--- config.mk ---
export PLATFORM = sky130hd
export DESIGN_NAME = ssm_top
export DESIGN_NICKNAME = d
export VERILOG_FILES = /design/src/include/ssm_pkg.sv /design/src/include/ssm_baud_if.sv /design/src/rtl/ssm_baud.sv /design/src/rtl/ssm_top.sv
export SDC_FILE = /design/constraint.sdc
export NUM_CORES = 1
export LEC_CHECK = 0
export BUFFER_PORTS_ARGS = -buffer_cell sky130_fd_sc_hd__buf_4
export CAP_MARGIN = 20
export CORE_MARGIN = 3
export CORE_UTILIZATION = 55
export CTS_CLUSTER_SIZE = 12
export DETAILED_ROUTE_END_ITERATION = 8
export MAX_ROUTING_LAYER = met4
export PLACE_DENSITY = 0.73
export SYNTH_ARGS = -nofsm -noshare
export SYNTH_HDL_FRONTEND = slang
export SYNTH_HIERARCHICAL = 1
export SYNTH_SLANG_ARGS = --single-unit
--- constraint.sdc ---
create_clock -name clk -period 2.5 [get_ports clk]
set_clock_uncertainty 0.05 [all_clocks]
set_input_delay 0.375 -clock clk [delete_from_list [all_inputs] [get_ports clk]]
set_output_delay 0.375 -clock clk [all_outputs]
set_load 0.05 [all_outputs]
--- src/include/ssm_pkg.sv ---
package ssm_pkg;
    localparam int ADDR_W = 3;
    localparam int DATA_W = 8;
    localparam int DIV_W  = 16;

    // register map, one byte per address
    localparam logic [ADDR_W-1:0] ADDR_RXSC  = 3'h0;
    localparam logic [ADDR_W-1:0] ADDR_RXBUF = 3'h1;
    localparam logic [ADDR_W-1:0] ADDR_TXSC  = 3'h2;
    localparam logic [ADDR_W-1:0] ADDR_BAUDC = 3'h3;
    localparam logic [ADDR_W-1:0] ADDR_DIVH  = 3'h4;
    localparam logic [ADDR_W-1:0] ADDR_DIVL  = 3'h5;
    localparam logic [ADDR_W-1:0] ADDR_TXBUF = 3'h6;
    localparam logic [ADDR_W-1:0] ADDR_INTC  = 3'h7;

    // receive_status_control fields
    localparam int RXSC_PORT_ON = 7;
    localparam int RXSC_NINE    = 6;
    localparam int RXSC_ONCE    = 5;
    localparam int RXSC_CONT    = 4;
    localparam int RXSC_FRAME   = 2;
    localparam int RXSC_OVER    = 1;
    localparam int RXSC_NINTH   = 0;
    // transmit_status_control fields
    localparam int TXSC_MASTER = 7;
    localparam int TXSC_NINE   = 6;
    localparam int TXSC_ENABLE = 5;
    localparam int TXSC_SYNC   = 4;
    localparam int TXSC_EMPTY  = 1;
    localparam int TXSC_NINTH  = 0;
    // baud_control fields
    localparam int BAUDC_CKP  = 4;
    localparam int BAUDC_WIDE = 3;
    // interrupt control fields
    localparam int INTC_RCIE = 3;
    localparam int INTC_TXIE = 2;
    localparam int INTC_RCIF = 1;
    localparam int INTC_TXIF = 0;

    localparam logic [DATA_W-1:0] BYTE_ZERO  = 8'h00;
    localparam logic [DIV_W-1:0]  DIV_ZERO   = 16'h0000;
    localparam logic [DIV_W-1:0]  DIV_ONE    = 16'h0001;
    localparam logic [3:0]        BITS_8     = 4'h8;
    localparam logic [3:0]        BITS_9     = 4'h9;
    localparam logic [3:0]        CNT_ZERO   = 4'h0;
    localparam logic [3:0]        CNT_ONE    = 4'h1;

    typedef enum logic [0:0] {SSM_RX_IDLE, SSM_RX_SHIFT} ssm_rx_e;
endpackage

--- src/include/ssm_baud_if.sv ---
`timescale 1ns/1ns
interface ssm_baud_if;
    logic [7:0] div_hi;
    logic [7:0] div_lo;
    logic       wide;
    logic       run;
    logic       tick;
    modport ctl (output div_hi, output div_lo, output wide, output run,
                 input tick);
    modport gen (input div_hi, input div_lo, input wide, input run,
                 output tick);
endinterface

--- src/rtl/ssm_baud.sv ---
`timescale 1ns/1ns
module ssm_baud
(
    input wire logic clk,
    input wire logic resetn,
    ssm_baud_if.gen  bif
);
    import ssm_pkg::*;

    typedef struct packed {
        logic [DIV_W-1:0] cnt;
        logic             tick;
    } ssm_baud_s;

    ssm_baud_s        s_r;
    ssm_baud_s        s_nxt;
    logic [DIV_W-1:0] div;

    // one tick every divisor+1 clocks; each tick is half a shift clock
    always_comb
    begin
        div = bif.wide ? {bif.div_hi, bif.div_lo} : {BYTE_ZERO, bif.div_lo};
        s_nxt = s_r;
        s_nxt.tick = 1'b0;
        if (!bif.run)
        begin
            s_nxt.cnt = div;
        end
        else if (s_r.cnt == DIV_ZERO)
        begin
            s_nxt.cnt = div;
            s_nxt.tick = 1'b1;
        end
        else
        begin
            s_nxt.cnt = s_r.cnt - DIV_ONE;
        end
    end

    always_ff @(posedge clk or negedge resetn)
    begin
        if (!resetn)
            s_r <= '0;
        else
            s_r <= s_nxt;
    end

    assign bif.tick = s_r.tick;
endmodule

--- src/rtl/ssm_top.sv ---
// The strobed register port and the address map were chosen for this implementation.
`timescale 1ns/1ns
// Overview of operation
// - either receive enable starts reception once synchronous master mode is set and no overrun is pending
// - master reception samples data on the shift clock trailing edge: falling when idle low, rising when idle high
// - single receive enable alone takes exactly one word, then stops
// - continuous enable receives words back to back until cleared or stopped by an overrun
// - both enables set: continuous reception wins
// - receive flag set on word complete; request only if enabled
// - ninth bit and error flags readable in receive status
// - reading the receive buffer returns the received word
// - clearing continuous enable clears pending receive errors
// - master clock source cleared: slave, uses external shift clock
// - slave keeps shifting on the external clock during low power
// - first of two buffered words moves to shift register at once
// - second word stays buffered; buffer-empty flag stays clear
// - after first word shifts out, second loads, then empty flag sets
// - enabled transmit request wakes the processor from sleep
// - writing the transmit buffer starts transmission when enabled
// - buffer-empty flag not software clearable; cleared by buffer write
// - shift-register-empty bit read-only, set when shift register empty
// - idle polarity bit: set idles clock high, cleared idles low
module ssm_top
(
    input  wire logic                       clk,
    input  wire logic                       resetn,
    input  wire logic [ssm_pkg::ADDR_W-1:0] addr,
    input  wire logic [ssm_pkg::DATA_W-1:0] wr_data,
    input  wire logic                       wr_en,
    input  wire logic                       rd_en,
    output wire logic [ssm_pkg::DATA_W-1:0] rd_data,
    input  wire logic                       low_power,
    input  wire logic                       shift_clock_pin,
    output wire logic                       shift_clock_val,
    output wire logic                       shift_clock_oe,
    input  wire logic                       serial_data_pin,
    output wire logic                       serial_data_val,
    output wire logic                       serial_data_oe,
    output wire logic                       rx_irq,
    output wire logic                       tx_irq
);
    import ssm_pkg::*;

    typedef struct packed {
        logic              port_on;
        logic              rx_nine;
        logic              rx_once;
        logic              rx_cont;
        logic              frame_err;
        logic              over_err;
        logic              rx_ninth;
        logic [DATA_W-1:0] rxbuf;
        logic              master;
        logic              tx_nine;
        logic              tx_enable;
        logic              sync;
        logic              tx_ninth;
        logic              ckp;
        logic              wide;
        logic [DATA_W-1:0] divh;
        logic [DATA_W-1:0] divl;
        logic              rcie;
        logic              txie;
        logic              rcif;
        logic [DATA_W-1:0] txbuf;
        logic              txbuf_ninth;
        logic              txbuf_full;
        logic [8:0]        shreg;
        logic              shreg_full;
        logic [3:0]        tx_left;
        ssm_rx_e           rx_st;
        logic [8:0]        rsr;
        logic [3:0]        rx_cnt;
        logic              ck_int;
        logic              ck_m1;
        logic              ck_m2;
        logic              ck_prev;
        logic              dt_m1;
        logic              dt_m2;
        logic [DATA_W-1:0] rdata;
    } ssm_state_s;

    ssm_state_s s_r;
    ssm_state_s s_nxt;
    ssm_baud_if bif ();
    logic       mst_cfg;
    logic       tx_on;
    logic       rx_idle;
    logic       rx_start;
    logic       rx_fall;
    logic       rx_last;
    logic [3:0] rx_bits;
    logic [8:0] rsr_in;
    logic       rxbuf_read;
    logic       ext_fall;
    logic       tx_fall;
    logic       tx_done;
    logic       tx_load;
    logic       txif;

    ssm_baud u_baud
    (
        .clk    (clk),
        .resetn (resetn),
        .bif    (bif)
    );
    assign bif.div_hi = s_r.divh;
    assign bif.div_lo = s_r.divl;
    assign bif.wide   = s_r.wide;
    // master clock halts in low power; slave clock comes from the peer
    assign bif.run    = (s_r.rx_st == SSM_RX_SHIFT) && !low_power;

    assign mst_cfg    = s_r.port_on && s_r.sync && s_r.master;
    assign tx_on      = s_r.port_on && s_r.sync && !s_r.master
                        && s_r.tx_enable;
    assign rx_idle    = (s_r.rx_st == SSM_RX_IDLE);
    assign rx_start   = rx_idle && mst_cfg && (s_r.rx_once || s_r.rx_cont)
                        && !s_r.over_err
                        && !s_r.shreg_full;
    assign rx_bits    = s_r.rx_nine ? BITS_9 : BITS_8;
    // a falling edge of the internal clock is a tick while it is high
    assign rx_fall    = !rx_idle && bif.tick && s_r.ck_int;
    assign rx_last    = rx_fall && (s_r.rx_cnt == rx_bits - CNT_ONE);
    assign rsr_in     = {s_r.dt_m2, s_r.rsr[8:1]};
    assign rxbuf_read = rd_en && (addr == ADDR_RXBUF);
    assign ext_fall   = (s_r.ck_prev ^ s_r.ckp) && !(s_r.ck_m2 ^ s_r.ckp);
    assign tx_fall    = tx_on && s_r.shreg_full && ext_fall;
    assign tx_done    = tx_fall && (s_r.tx_left == CNT_ONE);
    assign tx_load    = tx_on && rx_idle && s_r.txbuf_full
                        && !s_r.shreg_full;
    assign txif       = !s_r.txbuf_full;

    always_comb
    begin
        s_nxt = s_r;
        s_nxt.ck_m1   = shift_clock_pin;
        s_nxt.ck_m2   = s_r.ck_m1;
        s_nxt.ck_prev = s_r.ck_m2;
        s_nxt.dt_m1   = serial_data_pin;
        s_nxt.dt_m2   = s_r.dt_m1;
        s_nxt.rdata   = BYTE_ZERO;

        // slave transmit shifter, clocked by the peer's falling edges, or rising edges when the idle polarity bit is set
        if (!tx_on)
        begin
            s_nxt.shreg_full = 1'b0;
            s_nxt.tx_left    = CNT_ZERO;
        end
        else if (tx_fall)
        begin
            s_nxt.shreg   = s_r.shreg >> 1;
            s_nxt.tx_left = s_r.tx_left - CNT_ONE;
            if (tx_done)
                s_nxt.shreg_full = 1'b0;
        end
        if (tx_load)
        begin
            // the buffer keeps a second word until the shifter drains
            s_nxt.shreg      = {s_r.txbuf_ninth, s_r.txbuf};
            s_nxt.tx_left    = s_r.tx_nine ? BITS_9 : BITS_8;
            s_nxt.shreg_full = 1'b1;
            s_nxt.txbuf_full = 1'b0;
        end

        if (wr_en)
        begin
            case (addr)
                ADDR_RXSC:
                begin
                    s_nxt.port_on = wr_data[RXSC_PORT_ON];
                    s_nxt.rx_nine = wr_data[RXSC_NINE];
                    s_nxt.rx_once = wr_data[RXSC_ONCE];
                    s_nxt.rx_cont = wr_data[RXSC_CONT];
                    if (!wr_data[RXSC_CONT])
                    begin
                        s_nxt.frame_err = 1'b0;
                        s_nxt.over_err  = 1'b0;
                    end
                end
                ADDR_TXSC:
                begin
                    s_nxt.master    = wr_data[TXSC_MASTER];
                    s_nxt.tx_nine   = wr_data[TXSC_NINE];
                    s_nxt.tx_enable = wr_data[TXSC_ENABLE];
                    s_nxt.sync      = wr_data[TXSC_SYNC];
                    s_nxt.tx_ninth  = wr_data[TXSC_NINTH];
                end
                ADDR_BAUDC:
                begin
                    s_nxt.ckp  = wr_data[BAUDC_CKP];
                    s_nxt.wide = wr_data[BAUDC_WIDE];
                end
                ADDR_DIVH:  s_nxt.divh = wr_data;
                ADDR_DIVL:  s_nxt.divl = wr_data;
                ADDR_TXBUF:
                begin
                    s_nxt.txbuf       = wr_data;
                    s_nxt.txbuf_ninth = s_r.tx_ninth;
                    s_nxt.txbuf_full  = 1'b1;
                end
                ADDR_INTC:
                begin
                    s_nxt.rcie = wr_data[INTC_RCIE];
                    s_nxt.txie = wr_data[INTC_TXIE];
                end
                default: ;
            endcase
        end

        if (rd_en)
        begin
            case (addr)
                ADDR_RXSC:
                begin
                    s_nxt.rdata[RXSC_PORT_ON] = s_r.port_on;
                    s_nxt.rdata[RXSC_NINE]    = s_r.rx_nine;
                    s_nxt.rdata[RXSC_ONCE]    = s_r.rx_once;
                    s_nxt.rdata[RXSC_CONT]    = s_r.rx_cont;
                    s_nxt.rdata[RXSC_FRAME]   = s_r.frame_err;
                    s_nxt.rdata[RXSC_OVER]    = s_r.over_err;
                    s_nxt.rdata[RXSC_NINTH]   = s_r.rx_ninth;
                end
                ADDR_RXBUF: s_nxt.rdata = s_r.rxbuf;
                ADDR_TXSC:
                begin
                    s_nxt.rdata[TXSC_MASTER] = s_r.master;
                    s_nxt.rdata[TXSC_NINE]   = s_r.tx_nine;
                    s_nxt.rdata[TXSC_ENABLE] = s_r.tx_enable;
                    s_nxt.rdata[TXSC_SYNC]   = s_r.sync;
                    s_nxt.rdata[TXSC_EMPTY]  = !s_r.shreg_full;
                    s_nxt.rdata[TXSC_NINTH]  = s_r.tx_ninth;
                end
                ADDR_BAUDC:
                begin
                    s_nxt.rdata[BAUDC_CKP]  = s_r.ckp;
                    s_nxt.rdata[BAUDC_WIDE] = s_r.wide;
                end
                ADDR_DIVH:  s_nxt.rdata = s_r.divh;
                ADDR_DIVL:  s_nxt.rdata = s_r.divl;
                ADDR_TXBUF: s_nxt.rdata = s_r.txbuf;
                ADDR_INTC:
                begin
                    s_nxt.rdata[INTC_RCIE] = s_r.rcie;
                    s_nxt.rdata[INTC_TXIE] = s_r.txie;
                    s_nxt.rdata[INTC_RCIF] = s_r.rcif;
                    s_nxt.rdata[INTC_TXIF] = txif;
                end
                default: s_nxt.rdata = BYTE_ZERO;
            endcase
            if (rxbuf_read)
                s_nxt.rcif = 1'b0;
        end

        // master receiver; completion below overrides the read clear
        case (s_r.rx_st)
            SSM_RX_IDLE:
            begin
                s_nxt.ck_int = 1'b0;
                s_nxt.rx_cnt = CNT_ZERO;
                if (rx_start)
                    s_nxt.rx_st = SSM_RX_SHIFT;
            end
            SSM_RX_SHIFT:
            begin
                if (!mst_cfg || !(s_r.rx_once || s_r.rx_cont))
                begin
                    s_nxt.rx_st  = SSM_RX_IDLE;
                    s_nxt.ck_int = 1'b0;
                end
                else if (bif.tick)
                begin
                    s_nxt.ck_int = !s_r.ck_int;
                    if (rx_fall)
                    begin
                        s_nxt.rsr    = rsr_in;
                        s_nxt.rx_cnt = s_r.rx_cnt + CNT_ONE;
                    end
                    if (rx_last)
                    begin
                        s_nxt.rx_cnt = CNT_ZERO;
                        if (s_r.rcif && !rxbuf_read)
                            s_nxt.over_err = 1'b1;
                        else
                        begin
                            s_nxt.rxbuf    = s_r.rx_nine ? rsr_in[7:0]
                                                         : rsr_in[8:1];
                            s_nxt.rx_ninth = s_r.rx_nine && rsr_in[8];
                            s_nxt.rcif     = 1'b1;
                        end
                        if (!s_r.rx_cont)
                        begin
                            s_nxt.rx_once = 1'b0;
                            s_nxt.rx_st   = SSM_RX_IDLE;
                        end
                        else if (s_r.rcif && !rxbuf_read)
                            s_nxt.rx_st = SSM_RX_IDLE;
                        // otherwise stay
                    end
                end
            end
            default:
            begin
                s_nxt.rx_st  = SSM_RX_IDLE;
                s_nxt.ck_int = 1'b0;
            end
        endcase
    end

    always_ff @(posedge clk or negedge resetn)
    begin
        if (!resetn)
            s_r <= '0;
        else
            s_r <= s_nxt;
    end

    assign rd_data         = s_r.rdata;
    assign shift_clock_val = s_r.ck_int ^ s_r.ckp;
    assign shift_clock_oe  = mst_cfg;
    assign serial_data_val = s_r.shreg[0];
    assign serial_data_oe  = tx_on && rx_idle;
    assign rx_irq          = s_r.rcif && s_r.rcie;
    assign tx_irq          = txif && s_r.txie;
endmodule

==> flow_summary.yaml, run 1 <==
yosys:
  ys.flop_type: "dfrtp_1"
  synth_edf_count: 0
  synth_cells: 460
  async_reset_ff_share_pct: 100
  synth_seq_cells: 108
  yosys_warnings: 6
  ys_types: 66
  netlist_area_mm2: 0.00526
  yosysSeqAreaShare_pct: 51.4
  syn_nets: 483
  syn_area_per_cell_um2: 11.4
drt:
  routed_wl_mm: 11.1
  vias_per_cell: 5.88
  post_drt_wl_per_cell_um: 18.0
  drtPass1Iterations: 4
  first_iter_violations: 204
  route.detailed.drc: 0
  ant_nets: 0
  dr_total_vias: 3631
cts:
  root_buffer: "clkbuf_8"
  cts-hold-fix-buffers: 1
  cts_tree: "done"
  h-tree-depth: 3
  clkTransAtPathRegs_ns: 0.10
  cts_buffers: 9
  clk_latency_ns: 0.37
  clock_sinks: 108
  cts.path.max_buffers: 2
  post_cts_buffers: 0
  cts_resized: 0
sta:
  final-hold-violation-count: 0
  min_period_ns: 2.39
  fin_setup_tns_ns: 0
  worst_pin_slew_ns: 0.850
  maxSlewViolCount: 0
  maxSlewHeadroom_pct: 43.2
  fmax_mhz: 418
  setup_violations: 0
  rsz0062_at_grt: "no"
  fin_crit_sh_pct: 95.8
critical_path:
  critical_path_buf_inv_count: 1
  ff2ff_path_depth: 6
  cpPeakStageDelay_ns: 0.60
  worstSetupStartpointType: "flip-flop"
  arrival_ns: 2.62
  crit_slowest_cell: "or4_1"
  r2r-start: "u_baud/s_r[12]"
  r2r_end: "u_baud/s_r[4]"
  path_cells: "or4_1 -> or4b_4 -> o21ai_4 -> buf_12 -> a21oi_1 -> a21o_1"
  required_ns: 2.72
  crit_type: "reg2reg"
  crit_family: "simple AND/OR/NAND/NOR gates"
  cp-end-kind: "flip-flop"
  reg2reg_slack_ns: 0.11
  crit_fanout: 13
finish:
  fin_cells: 617
  area_delta_synth_final_pct: 9.37
  n_antenna_cell: 0
  design_area_mm2: 0.00575
  nets: 507
  drive_gt1_share_pct: 25.8
  utilization_pct: 62.0
power_and_ir_drop:
  internal-power_mw: 2.88
  power.total_mw: 4.26
  switching_share_pct: 32.3
  vdd_drop_max_v: 0.000419
  clkPwrFrac_pct: 22.0
  p_leak_nw: 2.55
  power_frac_comb_pct: 23.2
  p_per_area_mw_per_mm2: 741
  netSwitchingPower_mw: 1.38
  p_seq_share_pct: 54.8
global_route:
  grt_pass1_vias: 3449
  grt_antenna_before_repair: 0
  grt_max_degree: 69
  grt.overflow.total: 0
  grt_first_pass_wirelength_mm: 18.4
  grtUsageTotal_pct: 22.2
hold_path:
  holdPathEnd: "s_nxt[8]"
  hp-start: "serial_data_pin"
  hold_depth: 1
  hold_path_class: "in2reg"
placement:
  place_congestion: 0.898
  dp.cells: 601
  hpwlAfterDp_mm: 8.06
  numPortBuffers: 31
  placed_area_mm2: 0.00558
floorplanning:
  die_h_um: 104
  core_mm2: 0.00928
  num_rows: 35
  initial_core_util_pct: 56.7
  pin_count: 32
  die_x_um: 104
  die_area_mm2: 0.0108
status:
  outcome: "finished clean"
run:
  maxCapViolCount: 0
-- metrics by stage --
stage	worst slack, ns	hold slack [ns]
final	0.106	0.0612
after global placement	0.206	0.283
after CTS	0.117	0.0455
after floorplan	0.376	0.0294
after global routing	0.0149	0.0243
after detailed placement	0.134	0.289
-- logic make-up (layout without fill, tap and decap cells) --
logic type	count (synthesis)	after routing	share of synthesized area [%]
adder cells (fa/ha/maj)	5	5	1.19
AO/OA/AOI/OAI	86	86	11.9
flip-flops	108	108	51.4
XOR/XNOR	16	16	2.66
AND/OR/NAND/NOR	134	134	13.1
buffers and inverters	41	69	4.19
multiplexers	70	70	15.5
-- power by group through the flow --
| stage | registers (mW) | logic (mW) | clock network, mW |
|---|---|---|---|
| after floorplan | 2.27 | 0.749 | 0 |
| after global placement | 2.35 | 0.963 | 0 |
| final | 2.33 | 0.990 | 0.935 |
| after detailed placement | 2.36 | 0.991 | 0 |
| after CTS | 2.33 | 0.992 | 0.967 |
| after global routing | 2.37 | 1.09 | 1.04 |
-- worst max-delay path by stage --
stage,startpoint,end,slack (ns),cells after the start
after CTS,u_baud/s_r[12],u_baud/s_r[4],0.12,6
final,u_baud/s_r[12],u_baud/s_r[4],0.11,6
after detailed placement,u_baud/s_r[12],u_baud/s_r[4],0.13,6
after global routing,u_baud/s_r[12],u_baud/s_r[13],0.01,6
after floorplan,u_baud/s_r[12],u_baud/s_r[6],0.38,6
after global placement,u_baud/s_r[12],u_baud/s_r[4],0.21,6
-- worst reg2reg max path: cells and delay by family, from the launching register on --
kind | cells | cell delay, ns
buffers and inverters | 1 | 0.17
and+or+nand+nor | 2 | 1.15
DFF | 1 | 0.45
AOI/OAI and AO/OA | 3 | 0.48
-- per-layer routing --
| layer | global-route usage, % | vias to the layer above | part of all wire, % |
|---|---|---|---|
| li1 | - | 1700 | - |
| met1 | 31.7 | 1820 | 47 |
| met2 | 32.1 | 95 | 47 |
| met3 | 6.36 | 16 | 5.6 |
| met4 | 4.46 | 0 | 1.2 |
| met5 | - | - | 0 |
-- state kept, by name, indices dropped and copies added, names as in the netlist --
signal	count
bif.div_lo	8
rsr_in	9
bif.wide	1
serial_data_val	1
s_r	53
u_baud/s_r	16
rd_data	8
u_baud/bif.tick	1
bif.div_hi	8
s_nxt	3
-- area by class of cell --
class                   instances  area [µm²]
repair buffers                 41         335
clock buffers                  11         141
fillers                       770        3530
inverters                      13        48.8
multi-input cells             311        2340
flip-flops and latches        108        2700
well taps                     129         161
clock inverters                 4        26.3
-- layout by cell type, fill, tap and decap left out, drive strengths merged, types with 2 or more instances in the layout --
master,n
dfrtp,108
mux2,53
nand2,47
buf,40
nor2,26
o21ai,22
nand3,18
mux2i,13
inv,12
clkbuf,11
nor3,11
xnor2,10
a21oi,8
a22oi,8
o2bb2ai,8
a211oi,7
a31oi,6
xor2,6
ha,5
mux4,4
and3,4
nand2b,4
o211ai,4
nor4,4
clkinv,4
a21o,3
nor2b,2
a22o,2
o21a,2
a31o,2
or2,2
o31ai,2
or4,2
o32ai,2
o21bai,2
nor3b,2
-- synth_stat cells (9+ instances only) --
cell type	n	area (µm²)
buf_2	11	55.1
buf_4	12	90.1
dfrtp_1	108	2700
inv_1	12	45.0
mux2_2	53	597
mux2i_1	13	130
nand2_1	47	176
nand3_1	16	80.1
nor2_1	26	97.6
nor3_1	9	45.0
o21ai_0	19	95.1
xnor2_1	10	87.6
Note: power is estimated with default switching activity, not from simulation.
==> run 2: changes to the inputs <==
--- a/config.mk
+++ b/config.mk
@@ -7,7 +7,6 @@
 export LEC_CHECK = 0
 export BUFFER_PORTS_ARGS = -buffer_cell sky130_fd_sc_hd__buf_4
 export CAP_MARGIN = 20
-export CORE_MARGIN = 3
 export CORE_UTILIZATION = 55
 export CTS_CLUSTER_SIZE = 12
 export DETAILED_ROUTE_END_ITERATION = 8
==> flow_summary.yaml, run 2 (synthesis gave the netlist of run 1 again) <==
power_and_ir_drop:
  vdd_drop_max_v: 0.000383
  power.total_mw: 4.38
  p_leak_nw: 2.57
  p_per_area_mw_per_mm2: 758
finish:
  largest_register_ff_count: 53
  seqCellArea_mm2: 0.00270
  drive_gt1_share_pct: 25.9
  design_area_mm2: 0.00578
  final_common_cell: "dfrtp_1"
  final_cell_mix: "dfrtp_1, mux2_2, nand2_1"
  n_antenna_cell: 0
  nFillCells: 723
  fin_cells: 619
  multi_input_area_mm2: 0.00234
  area_delta_synth_final_pct: 9.82
  nets: 508
  regMostFlops: "s_r"
  utilization_pct: 62.5
cts:
  clk_latency_ns: 0.38
  h-tree-depth: 3
  post_cts_buffers: 0
  cts_buffers: 9
  clkTransAtPathRegs_ns: 0.11
  clock_sinks: 108
  root_buffer: "clkbuf_8"
  cts-hold-fix-buffers: 1
  cts_resized: 0
  cts.path.max_buffers: 2
  cts_tree: "done"
floorplanning:
  core_mm2: 0.00924
  num_rows: 35
  initial_core_util_pct: 56.9
  die_area_mm2: 0.00996
  die_h_um: 99.8
  die_x_um: 99.8
  pin_count: 32
placement:
  place_ws_ns: 0.179
  placed_area_mm2: 0.00558
  place_congestion: 0.902
  hpwlAfterDp_mm: 8.17
  numPortBuffers: 31
  dp.cells: 602
sta:
  min_period_ns: 2.33
  setup_violations: 0
  worst_pin_slew_ns: 0.899
  fin_crit_sh_pct: 93.1
  hold_slack_ns: 0.0506
  worst_slack_ns: 0.173
  rsz0062_at_grt: "no"
  final-hold-violation-count: 0
  maxSlewViolCount: 0
  fmax_mhz: 430
  maxSlewHeadroom_pct: 39.8
  fin_setup_tns_ns: 0
drt:
  ant_nets: 0
  post_drt_wl_per_cell_um: 18.2
  drtPass1Iterations: 4
  route.detailed.drc: 0
  routed_wl_mm: 11.3
  first_iter_violations: 149
  dr_total_vias: 3640
  vias_per_cell: 5.88
critical_path:
  path_cells: "or4_1 -> or4b_4 -> o21ai_4 -> buf_12 -> a21oi_1 -> a21o_1"
  cp-end-kind: "flip-flop"
  crit_slowest_cell: "or4_1"
  cpPeakStageDelay_ns: 0.58
  critical_path_buf_inv_count: 1
  crit_family: "simple AND/OR/NAND/NOR gates"
  crit_fanout: 14
  required_ns: 2.73
  crit_type: "reg2reg"
  arrival_ns: 2.56
  worstSetupStartpointType: "flip-flop"
global_route:
  grt_max_degree: 51
  grtUsageTotal_pct: 25.2
  grt_antenna_before_repair: 0
  grt_first_pass_wirelength_mm: 18.3
  grt.overflow.total: 0
  grt_pass1_vias: 3479
run:
  maxCapViolCount: 0
hold_path:
  hold_path_class: "in2reg"
status:
  outcome: "finished clean"
## run 2: worst paths after layout
path | from | to | slack [ns] | cells after the start
worst max-delay path | u_baud/s_r[12] | u_baud/s_r[4] | 0.17 | 6
worst min-delay path | shift_clock_pin | s_nxt[11] | 0.05 | 1
worst max register to register | u_baud/s_r[12] | u_baud/s_r[4] | 0.17 | 6
worst min register to register | s_nxt[8] | rsr_in[8] | 0.30 | 0
max in group asynchronous | resetn | bif.div_lo[2] | 1.24 | 3
min in group asynchronous | resetn | rd_data[2] | 0.44 | 2
## run 2: worst reg2reg max path, delay by kind of cell (launching register included)
| kind | cells | cell delay [ns] |
|---|---|---|
| buf+inv | 1 | 0.17 |
| simple gates | 2 | 1.13 |
| flops | 1 | 0.43 |
| compound gates | 3 | 0.46 |
## run 2: layout make-up
type	instances	area share [%]
Tap cell	129	2.79
Timing Repair Buffer	42	5.93
Multi-Input combinational cell	311	40.5
Sequential cell	108	46.8
Clock inverter	5	0.910
Inverter	13	0.845
Clock buffer	11	2.27
## run 2: layer usage
| metal | track usage [%] | wire (µm) | vias to the layer above |
|---|---|---|---|
| met5 | - | 0 | - |
| met1 | 35.3 | 5320 | 1804 |
| met3 | 4.94 | 522 | 25 |
| met4 | 10.1 | 302 | 0 |
| li1 | - | - | 1702 |
| met2 | 36.4 | 5120 | 109 |
## run 2: where the power goes
group          internal [mW]  switching, mW  leakage, nW
registers               2.04          0.300         1.38
clock network          0.460          0.578       0.0931
logic                  0.463          0.539         1.10
